## config.mk

```make
export PLATFORM = sky130hd
export DESIGN_NAME = lcim_io_map
export DESIGN_NICKNAME = d
export VERILOG_FILES = /design/src/hdl/lcim_io_map.v
export VERILOG_INCLUDE_DIRS = /design/src /design/src/include
export SDC_FILE = /design/constraint.sdc
export NUM_CORES = 1
export LEC_CHECK = 0
export BUFFER_PORTS_ARGS = -buffer_cell sky130_fd_sc_hd__buf_2
export CAP_MARGIN = 20
export CORE_AREA = 2 2 167 169
export DETAILED_ROUTE_END_ITERATION = 7
export DIE_AREA = 0 0 169 171
export GPL_TIMING_DRIVEN = 0
export PLACE_DENSITY_LB_ADDON = 0.25
export SLEW_MARGIN = 20
export SYNTH_ARGS = -nofsm -noshare
export SYNTH_HDL_FRONTEND = slang
export SYNTH_SLANG_ARGS = --single-unit
```

## constraint.sdc

```tcl
create_clock -name i_clk_sys -period 5.6 [get_ports i_clk_sys]
set_clock_uncertainty 0.15 [all_clocks]
set_input_delay 1.12 -clock i_clk_sys [delete_from_list [all_inputs] [get_ports i_clk_sys]]
set_output_delay 1.12 -clock i_clk_sys [all_outputs]
set_load 0.01 [all_outputs]
```

## src/include/lcim_regs.vh

```
// register indices, field positions and mode codes of the compatibility io map
`ifndef LCIM_REGS_VH
`define LCIM_REGS_VH
// ***********************************************
// word indices of the cyclic areas
// ***********************************************
`define LCIM_IN_WORDS 16
`define LCIM_OUT_WORDS 16
`define LCIM_IO_WORDS 8
`define LCIM_IDX_EXT_STATUS 4'h8
`define LCIM_IDX_IN_SPARE 4'h9
`define LCIM_IDX_DET_LO 4'ha
`define LCIM_IDX_DET_HI 4'hb
`define LCIM_IDX_ACT_LO 4'hc
`define LCIM_IDX_ACT_HI 4'hd
`define LCIM_IDX_PROJ_LO 4'he
`define LCIM_IDX_PROJ_HI 4'hf
// ***********************************************
// modes
// ***********************************************
`define LCIM_MODE_FIRST 1'b0
`define LCIM_MODE_SECOND 1'b1
`define LCIM_STATIONS_FIRST 3'h4
`define LCIM_STATIONS_SECOND 3'h2
// ***********************************************
// status nibble bits (active low)
// ***********************************************
`define LCIM_NIB_CFG_ERR_N 0
`define LCIM_NIB_PWR_OK_N 1
`define LCIM_NIB_NORMAL_N 2
`define LCIM_NIB_PROT_N 3
// ***********************************************
// extended status bits
// ***********************************************
`define LCIM_EXT_CFG_ERR 0
`define LCIM_EXT_ZERO_ADDR 1
`define LCIM_EXT_AUTO_ASSIGN 2
`define LCIM_EXT_AUTO_AVAIL 3
`define LCIM_EXT_CFG_MODE 4
`define LCIM_EXT_NORMAL_INACT 5
`define LCIM_EXT_PWR_FAIL 6
`define LCIM_EXT_OFFLINE 7
`define LCIM_EXT_NO_PERIPH_FAULT 8
`define LCIM_RESET_WORD 16'h0000
`endif

```

## src/hdl/lcim_io_map.v

```verilog
// compatibility io map between cyclic fieldbus words and slave data
//
// Summary of operation
// - first mode word0 low nibble: active-low status
// - slave n inputs at word n/4 nibble n%4
// - word 8 extended status bits 0..4
// - extended status bits 5..8; 9..15 reserved zero
// - word 9 reserved; words 10/11 detected list
// - words 12..15 activated and projected lists
// - second mode: two stations, no messages
// - second mode: io data only, no status
// - second mode: word area only, no bit points
// - second mode inputs same, word0 nibble reserved
// - first mode: four stations, no messages
// - first mode omits command buffer and extras
`timescale 1ns/1ps
`include "lcim_regs.vh"

module lcim_io_map (
  input wire i_clk_sys,
  input wire i_nrst,
  input wire i_mode,
  input wire [127:0] i_slave_in,
  input wire i_cfg_err,
  input wire i_pwr_fail,
  input wire i_normal_inactive,
  input wire i_protected,
  input wire i_zero_addr,
  input wire i_auto_assign,
  input wire i_auto_avail,
  input wire i_cfg_mode,
  input wire i_offline,
  input wire i_no_periph_fault,
  input wire [31:0] i_detected_list,
  input wire [31:0] i_activated_list,
  input wire [31:0] i_projected_list,
  input wire [3:0] i_rd_idx,
  input wire i_wr_en,
  input wire [3:0] i_wr_idx,
  input wire [15:0] i_wr_data,
  output reg [15:0] o_rd_data,
  output reg [127:0] o_slave_out,
  output reg [3:0] o_out_flags,
  output wire [2:0] o_stations,
  output wire o_msg_supported,
  output wire [15:0] o_remote_bits
);

  // ***********************************************
  // mode and fixed attributes
  // ***********************************************
  reg mode_reg;
  reg mode_chg_reg;

  assign o_stations = (mode_reg == `LCIM_MODE_SECOND) ?
    `LCIM_STATIONS_SECOND : `LCIM_STATIONS_FIRST;
  // neither mode supports messaging; the command buffer is absent
  assign o_msg_supported = 1'b0;
  // remote bit points are unused in both modes
  assign o_remote_bits = 16'h0000;

  // ***********************************************
  // input word assembly
  // ***********************************************
  wire [15:0] status_nib_word;
  wire [15:0] ext_word;
  wire [255:0] in_map;

  assign status_nib_word = {12'h000,
    i_protected ? 1'b0 : 1'b1,
    i_normal_inactive,
    i_pwr_fail,
    i_cfg_err};

  assign ext_word = {7'h00,
    i_no_periph_fault,
    i_offline,
    i_pwr_fail,
    i_normal_inactive,
    i_cfg_mode,
    i_auto_avail,
    i_auto_assign,
    i_zero_addr,
    i_cfg_err};

  genvar g;
  generate
    for (g = 0; g < `LCIM_IO_WORDS; g = g + 1) begin : g_in
      // slave bit k lands on nibble bit k, so a word is a straight slice
      if (g == 0) begin : g_w0
        assign in_map[15:0] = {i_slave_in[15:4], (mode_reg == `LCIM_MODE_FIRST) ?
          status_nib_word[3:0] : 4'h0};
      end else begin : g_wn
        assign in_map[g*16+15:g*16] = i_slave_in[g*16+15:g*16];
      end
    end
  endgenerate

  assign in_map[143:128] = ext_word;
  assign in_map[159:144] = 16'h0000;
  assign in_map[175:160] = i_detected_list[15:0];
  assign in_map[191:176] = i_detected_list[31:16];
  assign in_map[207:192] = i_activated_list[15:0];
  assign in_map[223:208] = i_activated_list[31:16];
  assign in_map[239:224] = i_projected_list[15:0];
  assign in_map[255:240] = i_projected_list[31:16];

  // second mode exposes io words only; the status area reads as zero
  function [15:0] lcim_pick;
    input [255:0] map;
    input [3:0] idx;
    input md;
    begin
      if (md == `LCIM_MODE_SECOND && idx >= `LCIM_IDX_EXT_STATUS) begin
        lcim_pick = `LCIM_RESET_WORD;
      end else begin
        lcim_pick = map[idx*16 +: 16];
      end
    end
  endfunction

  // ***********************************************
  // registered read path and output words
  // ***********************************************
  always @(posedge i_clk_sys) begin
    if (!i_nrst) begin
      mode_reg <= `LCIM_MODE_FIRST;
      mode_chg_reg <= 1'b0;
      o_rd_data <= `LCIM_RESET_WORD;
      o_slave_out <= 128'h0;
      o_out_flags <= 4'h0;
    end else begin
      mode_reg <= i_mode;
      mode_chg_reg <= (i_mode != mode_reg);
      o_rd_data <= lcim_pick(in_map, i_rd_idx, mode_reg);
      if (mode_chg_reg) begin
        // drop outputs one cycle after mode_reg switches, so the old layout lasts at most one cycle
        o_slave_out <= 128'h0;
        o_out_flags <= 4'h0;
      end else if (i_wr_en && i_wr_idx < `LCIM_IDX_EXT_STATUS) begin
        if (i_wr_idx == 4'h0) begin
          o_slave_out[15:4] <= i_wr_data[15:4];
          // flags only meaningful in first mode; reserved nibble dropped
          o_out_flags <= (mode_reg == `LCIM_MODE_FIRST) ?
            i_wr_data[3:0] : 4'h0;
        end else begin
          o_slave_out[i_wr_idx*16 +: 16] <= i_wr_data;
        end
      end
      // writes to words 8..15 are reserved and ignored
    end
  end

endmodule // lcim_io_map

```

# After elaboration in Yosys (flattened, before gate mapping)
# Cells that the tools add are included.
# word_totals
register_bits	150
inputBits	262
out_inout_bits	168
elab_cells	28
# op_classes
n_addsub	1
n_lt_le_gt_ge	2
n_eq_ne	1
shifts	3
muxes	6
n_bitwise	2
reduce_logical	7
# op_table
cell	n
$shiftx 256x9->16	1
$bwmux 128	1
$shift 16x34->128 const A	1
$shiftx 16x34->128	1
$neg 8->34	1
$mux 12	1
$mux 4	2
$ge 4x4->1 const B	1
$logic_not 4->1	1
$lt 4x4->1 const B	1
$reduce_and 2->1	2
$reduce_or 2->1	2
$mux 3	1
$logic_and 1x1->1	2
$not 1->1	2
$mux 1	1
$ne 1x1->1	1

# Depth between registers and ports, before layout
# Gate-level depths: netlist (run 1).
# logic_depth
ltp_word	4
depth_mapped	9
depth_no_buf	6

# Worst setup path before layout (run 1)
# No wires, ideal clock.
# synth_path
path_kind	in2reg
startpoint	in i_wr_idx[2]
endpoint	reg o_slave_out[100]
setup_time_ps	128
arrival_time_ps	2631
required_time_ps	5322
slack_ps	2692
cell_stages	9
path_buffers	3
path_cell_list	nor3_1 ha_1 nand4bb_1 buf_2 or3_1 buf_2 buf_2 mux2i_1 nor2_1
# synth_between
elab_chain_cells	3
elab_cells_between_ends	9
classes_between	add/sub (1); order compare (1); shift (2); mux (1); bitwise (1); reduce/logical (3)
# synth_lines
item	line_no	rtl
start, declared	lcim_io_map.v:39	input wire [3:0] i_wr_idx,
$neg 8->34, or another cell as far along	lcim_io_map.v:147	o_slave_out[i_wr_idx*16 +: 16] <= i_wr_data;
$shiftx 16x34->128, or another cell as far along	lcim_io_map.v:147	
$bwmux 128 / $reduce_and 2->1 (equally long branches)	--	
end signal, assigned by index	lcim_io_map.v:147	
end, declared	lcim_io_map.v:42	output reg [127:0] o_slave_out,
# Several ways; a longest one is shown, not always the timed one.
# A chain may end at the register's enable or synchronous reset.

# Worst setup path in the final report (run 1)
# layout_path
startpoint	in i_wr_idx[2]
endpoint	reg o_slave_out[28]
# The elaborated chain is that of the path after synthesis.

==> reports/qor.yml, run 1 <==
run:
  max_cap_violations: 0
cells_and_area:
  largest_reg_flops: 128
  multi_input_area_sq_um: 4030
  regArea_sq_um: 3000
  area_growth_syn_to_layout_pct: 41.1
  top_regs: "o_slave_out (128), o_rd_data (16), o_out_flags (4)"
  finalNetCount: 1546
  mostFrequentLayoutCells: "buf_2 (417), dfxtp_1 (150), nand2_1 (134), a21oi_1 (125), nand3_1 (71)"
  drive_gt1_share_pct: 39.7
  nFillCells: 2919
  stdcell_area_sq_um: 10600
  top_register: "o_slave_out"
  final_common_cell: "buf_2"
clock_network:
  postCtsResizedCells: 0
  clockBufferDepth: 2
  clkSlewWorstSetupHoldPaths_ns: 0.06
  cts_buffers: 17
  cts_sinks: 150
  cts_setup_buffers: 0
  cts_tree: "built"
  cts_hold_buf: 0
  worstSkewPairLatency_ns: 0.43
  htreeDepth: 4
  root_buffer: "clkbuf_16"
setup_path:
  required_ns: 5.80
  crit_cells: 10
  arrival_ns: 3.23
  worst-setup-path-type: "in -> reg"
  crit_top_cell: "buf_2"
  cp_cell_sequence: "buf_2 > nor3_1 > ha_1 > nand4bb_1 > buf_2 > buf_2 > nor3_2 > buf_2 > nand3_1 > a21oi_1"
  rr_worst_depth: 5
  critical_path.top_delay_family: "buffers and inverters"
  crit_end: "o_slave_out[28]"
  end_kind: "flip-flop"
  setup.worst_path.start: "i_wr_idx[2]"
  cp-start-kind: "input pin"
  slowest_stage: "nor3_2"
  crit_fanout: 10
  ff2ff_setup_slack_ns: 3.64
  slowest_delay_ns: 0.49
  worst-path-buf-inv: 4
  r2r-end: "o_rd_data[7]"
  r2r_start: "mode_reg"
timing:
  hold_viol: 0
  tightest_slew_ns: 0.865
  period_share_pct: 54.1
  tns_ns: 0
  maxSlewViolCount: 0
  setup_viol: 0
  fin_crit_ns: 3.03
  rsz0062_at_grt: "false"
  relSlewSlack_pct: 42.3
  fmax_mhz: 330
routing:
  routed_wl_microns: 32000
  viasPerCell: 4.87
  wl_per_cell_microns: 19.4
  drc: 0
  drtAntennaViolNets: 0
  vias: 8023
  drt_pass1_iterations: 5
  drt_iter0_markers: 467
global_route:
  top_usage_layer: "met2"
  use_met1_pct: 24.1
  grt_use_total_pct: 21.4
  grtUsageMet3_pct: 3.61
  grt_pass1_wl_microns: 46500
  grt_pass1_vias: 7730
  grt_max_degree: 17
  gr-total-overflow: 0
  use_met2_pct: 40.1
  antenna_found_initial: 5
place:
  place_area_sq_um: 9960
  post-dp-hpwl_microns: 25400
  routabilityCongestion: 0.885
  io_buffers: 392
synthesis:
  ys_ff_latch: 150
  syn_area_sq_um: 7500
  ys_warn_count: 0
  ys_types: 44
  syn_avg_cell_area_sq_um: 8.79
  seq_area_frac_synth_pct: 40.0
  syn-instance-count: 854
  ys.flop_type: "dfxtp_1"
  synth-edff-count: 0
  async_flop_share_pct: 0
power_and_ir_drop:
  powerDensity_nw_per_um2: 255
  power_switching_uw: 766
  internal-power_mw: 1.94
  comb_power_share_pct: 15.0
  clkPwrFrac_pct: 44.8
  seqPwrFrac_pct: 40.2
  vdd_ir_drop_max_mv: 0.185
  p_sw_share_pct: 28.3
  p_leak_nw: 4.77
die:
  die_height_microns: 171
  rows: 61
  initial_utilization_pct: 27.5
  design.portCount: 430
  die_w_microns: 169
  core_area_sq_um: 27300
  dieArea_sq_um: 28900
outcome:
  status: "completed"
worst_hold_path:
  hold_class: "reg -> reg"
cell usage after synthesis, types with 2 or more instances:
cell	count	area (sq um)
ha_1	2	25.0
nor2b_1	6	37.5
dfxtp_1	150	3000
o21ai_0	7	35.0
buf_4	21	158
a221o_1	2	20.0
mux2_2	4	45.0
nor3_1	2	10.0
a2111oi_4	2	55.1
nor4_1	4	25.0
buf_2	25	125
a2bb2oi_1	7	61.3
o221ai_1	6	52.6
and2_1	10	62.6
nand2b_1	5	31.3
nand4_1	30	188
mux2i_1	57	571
clkbuf_1	51	191
a22o_1	2	17.5
or3_1	5	31.3
nor3_2	4	40.0
inv_1	8	30.0
nor3b_1	2	15.0
a21oi_1	125	626
nand3_1	71	355
nand2_1	134	503
buf_1	6	22.5
a2111o_1	3	33.8
nor2_1	37	139
mux4_2	32	721
a22oi_1	13	97.6
a221oi_1	9	78.8
power by group through the flow:
stage | combinational, mW | clock, mW | sequential, mW
floorplan | 0.211 | 0 | 1.12
global route | 0.438 | 1.28 | 1.09
global placement | 0.404 | 0 | 1.11
detailed placement | 0.406 | 0 | 1.11
CTS | 0.407 | 1.23 | 1.09
finish | 0.405 | 1.21 | 1.09
routing by layer:
layer | vias to the layer above | share of wire (%)
met5 | - | 0
met1 | 3768 | 39
met2 | 315 | 53
met4 | 0 | 2.7
li1 | 3894 | -
met3 | 46 | 5.1
kinds of logic (layout without fill, tap and decap cells):
kind of cell,Yosys count,after routing,share of synthesized area [%]
multiplexers,93,93,17.8
adder cells (fa/ha/maj),2,2,0.333
AND/OR/NAND/NOR,312,312,19.4
AO/OA/AOI/OAI,181,181,14.9
buffers and inverters,112,536,7.07
XOR/XNOR,3,3,0.450
other,1,23,0.0500
flip-flops,150,150,40.0
worst reg2reg max path: stages (launching register included):
cell and delay [ns]:
dfxtp_1 0.41, nor2b_1 0.18, and2_1 0.14, buf_1 0.40, nand2_1 0.30, o221ai_1 0.29
per-stage QoR:
stage | worst slack [ns] | instances | total power [mW] | utilization (%) | hold slack, ns
global route | 2.35 | 1646 | 2.81 | 38.7 | 0.312
global placement | 2.13 | 1609 | 1.52 | 36.5 | 0.287
floorplan | 2.69 | 871 | 1.33 | - | 0.326
finish | 2.57 | 1646 | 2.70 | 38.7 | 0.298
detailed placement | 2.13 | 1609 | 1.52 | 36.5 | 0.290
CTS | 2.52 | 1641 | 2.73 | 38.7 | 0.300
worst min-delay path by stage:
stage | startpoint | end | slack [ns] | depth (start not counted)
3_5_place_dp | o_slave_out[1] | o_slave_out[1] | 0.29 | 1
4_1_cts | o_slave_out[113] | o_slave_out[113] | 0.30 | 2
6_report | o_slave_out[79] | o_slave_out[79] | 0.30 | 2
3_3_place_gp | o_slave_out[91] | o_slave_out[91] | 0.29 | 2
5_1_grt | o_slave_out[113] | o_slave_out[113] | 0.31 | 2
2_1_floorplan | o_out_flags[0] | o_out_flags[0] | 0.33 | 2
area by class of cell:
type | instances | area share, %
Clock inverter | 15 | 1.75
Antenna cell | 5 | 0.118
Multi-Input combinational cell | 609 | 38.1
Clock buffer | 17 | 4.02
Buffer | 103 | 4.69
Sequential cell | 150 | 28.4
Tap cell | 346 | 4.09
Inverter | 9 | 0.319
Timing Repair Buffer | 392 | 18.5
No activity file was read; power rests on OpenSTA's default activity.
==> run 2: changes to the inputs <==
- clock period: 5.6 -> 2.47 ns (I/O delays scaled with it)
==> reports/qor.yml, run 2 (synthesis results as in run 1) <==
global_route:
  grt_max_degree: 17
  grt_use_total_pct: 21.4
  gr-total-overflow: 0
  use_met2_pct: 40.1
  use_met1_pct: 24.1
  grt_pass1_wl_microns: 46500
  top_usage_layer: "met2"
  grtUsageMet3_pct: 3.61
  grt_pass1_vias: 7730
  antenna_found_initial: 5
routing:
  drtAntennaViolNets: 0
  wl_per_cell_microns: 19.5
  routed_wl_microns: 32100
  drt_pass1_iterations: 5
  drt_iter0_markers: 480
  drc: 0
  vias: 8083
  viasPerCell: 4.91
die:
  design.portCount: 430
  core_area_sq_um: 27300
  rows: 61
  die_height_microns: 171
  dieArea_sq_um: 28900
  die_w_microns: 169
  initial_utilization_pct: 27.5
cells_and_area:
  final_common_cell: "buf_2"
  drive_gt1_share_pct: 40.0
  mostFrequentLayoutCells: "buf_2 (416), dfxtp_1 (150), nand2_1 (134), a21oi_1 (125), nand3_1 (71)"
  top_register: "o_slave_out"
  largest_reg_flops: 128
  finalNetCount: 1547
  top_regs: "o_slave_out (128), o_rd_data (16), o_out_flags (4)"
  area_growth_syn_to_layout_pct: 41.4
timing:
  period_share_pct: 95.5
  hold_ws_ns: 0.135
  maxSlewViolCount: 0
  fmax_mhz: 424
  relSlewSlack_pct: 44.1
  setup_viol: 0
  rsz0062_at_grt: "true"
  hold_viol: 0
  fin_crit_ns: 2.36
  tns_ns: 0
  tightest_slew_ns: 0.839
setup_path:
  arrival_ns: 2.56
  end_kind: "flip-flop"
  rr_worst_depth: 5
  cp_cell_sequence: "buf_2 > nor3_1 > ha_1 > nand4bb_1 > buf_2 > clkbuf_4 > nor3_2 > buf_2 > nand4_1 > a21oi_1"
  crit_fanout: 10
  ff2ff_setup_slack_ns: 0.52
  cp-start-kind: "input pin"
  slowest_stage: "nor3_2"
  required_ns: 2.67
  crit_top_cell: "buf_2"
  slowest_delay_ns: 0.39
  worst-setup-path-type: "in -> reg"
worst_hold_path:
  hold_class: "in -> reg"
  min_delay_path_depth: 2
place:
  post-dp-hpwl_microns: 25400
  routabilityCongestion: 0.885
  io_buffers: 392
power_and_ir_drop:
  vdd_ir_drop_max_mv: 0.418
  powerDensity_nw_per_um2: 578
  p_leak_nw: 4.79
run:
  max_cap_violations: 0
clock_network:
  cts_tree: "built"
  worstSkewPairLatency_ns: 0.43
  root_buffer: "clkbuf_16"
  clockBufferDepth: 2
  htreeDepth: 4
  clkSlewWorstSetupHoldPaths_ns: 0.07
  cts_sinks: 150
  cts_buffers: 17
outcome:
  status: "completed"
==> run 2: cell count changes in the layout (fill, tap and decap cells not counted), sizes merged <==
| cell | previous run | this run |
|---|---|---|
| clkbuf | 68 | 69 |
==> run 2: per-stage QoR <==
| step | cells | power (mW) | area, sq um | util [%] | worst slack [ns] |
|---|---|---|---|---|---|
| 6_report | 1647 | 6.14 | 10600 | 38.8 | 0.111 |
| 5_1_grt | 1647 | 6.36 | 10600 | 38.8 | -0.0272 |
| 4_1_cts | 1641 | 6.18 | 10600 | 38.7 | 0.0158 |
| 3_5_place_dp | 1609 | 3.44 | 9960 | 36.5 | -0.373 |
| 3_3_place_gp | 1609 | 3.44 | 9960 | 36.5 | -0.371 |
| 2_1_floorplan | 871 | 3.01 | 7570 | - | 0.188 |
==> run 2: cell type report <==
class	instances	area, sq um
repair buffers	393	1970
multi-input cells	609	4050
fillers	2914	16700
clock inverters	15	185
clock buffers	17	425
well taps	346	433
flip-flops and latches	150	3000
inverters	9	33.8
plain buffers	103	503
diodes	5	12.5
==> run 2: repair_timing <==
item	in CTS	in global routing
gates resized for setup	0	9
hold buffers	0	0
endpoints found under the setup margin	0	38
buffers inserted	0	1
==> run 2: path summary, 6_finish.rpt <==
| kind | startpoint | end |
|---|---|---|
| worst max-delay path | i_wr_idx[2] | o_slave_out[122] |
| worst min-delay path | i_mode | mode_reg |
| worst max register to register | mode_reg | o_rd_data[7] |
| worst min register to register | o_slave_out[79] | o_slave_out[79] |
==> run 2: critical path: cells and delay by family <==
kind / cells / cell delay (ns)
AOI/OAI and AO/OA: 1 / 0.19
adders and majority gates: 1 / 0.27
buffers and inverters: 4 / 0.92
and+or+nand+nor: 4 / 0.69
==> run 2: per-layer routing <==
metal	vias up	wire, microns
li1	3897	-
met1	3792	12200
met2	343	17000
met3	51	1910
met4	0	902
met5	-	0
==> run 2: where the power goes <==
part / internal, mW / total [mW] / leakage (nW) / switching (mW)
clock: 1.54 / 2.75 / 0.292 / 1.21
sequential: 2.45 / 2.46 / 1.21 / 0.0115
combinational: 0.402 / 0.922 / 3.28 / 0.520
total: 4.39 / 6.14 / 4.79 / 1.74
==> run 3: changes to the inputs <==
- ABC_CLOCK_PERIOD_IN_PS: unset -> 2470
- CELL_PAD_IN_SITES_DETAIL_PLACEMENT: unset -> 1
- CELL_PAD_IN_SITES_GLOBAL_PLACEMENT: unset -> 2
- CORE_AREA: 2 2 167 169 -> unset
- CORE_UTILIZATION: unset -> 21
- DIE_AREA: 0 0 169 171 -> unset
==> reports/qor.yml, run 3 (synthesis results as in run 1) <==
timing:
  hold_viol: 0
  tns_ns: 0
  period_share_pct: 93.4
  rsz0062_at_grt: "false"
  fmax_mhz: 433
  maxSlewViolCount: 0
  tightest_slew_ns: 0.862
  relSlewSlack_pct: 42.5
  setup_viol: 0
  fin_crit_ns: 2.31
die:
  design.portCount: 430
  rows: 68
  core_area_sq_um: 34900
  die_height_microns: 191
  dieArea_sq_um: 36500
  initial_utilization_pct: 21.5
  die_w_microns: 191
setup_path:
  slowest_delay_ns: 0.55
  crit_top_cell: "clkbuf_1"
  arrival_ns: 2.47
  cp_cell_sequence: "buf_2 > clkbuf_1 > buf_1 > clkbuf_1 > o21ai_0 > a21oi_1"
  crit_fanout: 10
  required_ns: 2.63
  end_kind: "flip-flop"
  worst-setup-path-type: "in -> reg"
  cp-start-kind: "input pin"
  slowest_stage: "buf_1"
cells_and_area:
  largest_reg_flops: 128
  area_growth_syn_to_layout_pct: 43.8
  final_common_cell: "buf_2"
  stdcell_area_sq_um: 10800
  top_regs: "o_slave_out (128), o_rd_data (16), o_out_flags (4)"
  mostFrequentLayoutCells: "buf_2 (415), dfxtp_1 (150), nand2_1 (134), a21oi_1 (125), nand3_1 (71)"
  top_register: "o_slave_out"
  drive_gt1_share_pct: 40.3
  finalNetCount: 1550
routing:
  drtAntennaViolNets: 0
  routed_wl_microns: 38100
  drt_iter0_markers: 314
  wl_per_cell_microns: 21.6
  vias: 8156
  drc: 0
  drt_pass1_iterations: 4
  viasPerCell: 4.63
global_route:
  gr-total-overflow: 0
  grt_max_degree: 18
  grt_pass1_wl_microns: 54700
  antenna_found_initial: 9
  grt_use_total_pct: 20.6
  grt_pass1_vias: 8463
power_and_ir_drop:
  vdd_ir_drop_max_mv: 0.370
  powerDensity_nw_per_um2: 570
  p_total_mw: 6.15
  p_leak_nw: 4.82
worst_hold_path:
  hold_class: "in -> reg"
clock_network:
  root_buffer: "clkbuf_16"
  cts_sinks: 150
  htreeDepth: 4
  worstSkewPairLatency_ns: 0.41
  clkSlewWorstSetupHoldPaths_ns: 0.08
  clockBufferDepth: 2
  cts_tree: "built"
  cts_buffers: 17
place:
  io_buffers: 392
  place_area_sq_um: 10100
  post-dp-hpwl_microns: 30800
  routabilityCongestion: 0.850
run:
  max_cap_violations: 0
outcome:
  status: "completed"
-- run 3: changes by cell type in the layout (fill, tap and decap cells not counted), moves of 2 or more --
| cell | previous run | this run |
|---|---|---|
| nor3_4 | 1 | 4 |
| buf_4 | 22 | 28 |
| diode_2 | 5 | 9 |
| clkinv_8 | 0 | 2 |
| nor3_2 | 3 | 0 |
-- run 3: worst paths after layout --
check,startpoint,end,slack (ns),cells after the start
max,i_rd_idx[1],o_rd_data[12],0.16,6
min,i_mode,mode_reg,0.16,2
max reg2reg,mode_reg,o_rd_data[1],0.41,5
min reg2reg,o_slave_out[36],o_slave_out[36],0.30,2
-- run 3: critical path: cells and delay by family --
| kind | cells | cell delay [ns] |
|---|---|---|
| buffers and inverters | 4 | 1.47 |
| AOI/OAI and AO/OA | 2 | 0.50 |
-- run 3: power breakdown --
part	switching (mW)	total [mW]	internal, mW
Sequential	0.0137	2.47	2.45
Combinational	0.552	0.955	0.403
Clock	1.27	2.73	1.45
Total	1.84	6.15	4.31
-- run 3: cell type report --
cell class,count,area [sq um]
clock inverters,15,176
multi-input cells,609,4060
diodes,9,22.5
plain buffers,102,502
clock buffers,17,425
well taps,455,569
repair buffers,397,2000
flip-flops and latches,150,3000
fillers,4290,24100
inverters,9,33.8
-- run 3: repair_timing --
item / CTS / global route
hold buffers: 0 / 0
pin swaps: 0 / 3
cloned: 0 / 0
setup endpoints to repair: 2 / 69
buffers inserted: 0 / 5
resized for setup: 1 / 13
-- run 3: through the flow --
stage               setup slack, ns  std cells  utilization, %  hold WS (ns)
floorplan                     0.188        871               -         0.326
global placement             -0.411       1718            28.9         0.287
detailed placement           -0.453       1718            28.9         0.293
CTS                          0.0282       1750            30.7         0.151
global route                0.00336       1758            30.9         0.171
finish                        0.162       1763            30.9         0.163
-- run 3: routing by layer --
metal  up-vias  GRT usage (%)  routed length (microns)
li1       3904              -                        -
met1      3897           23.2                    14800
met2       303           37.6                    19900
met3        52           4.11                     2310
met4         0           8.40                     1190
met5         -              0                        0
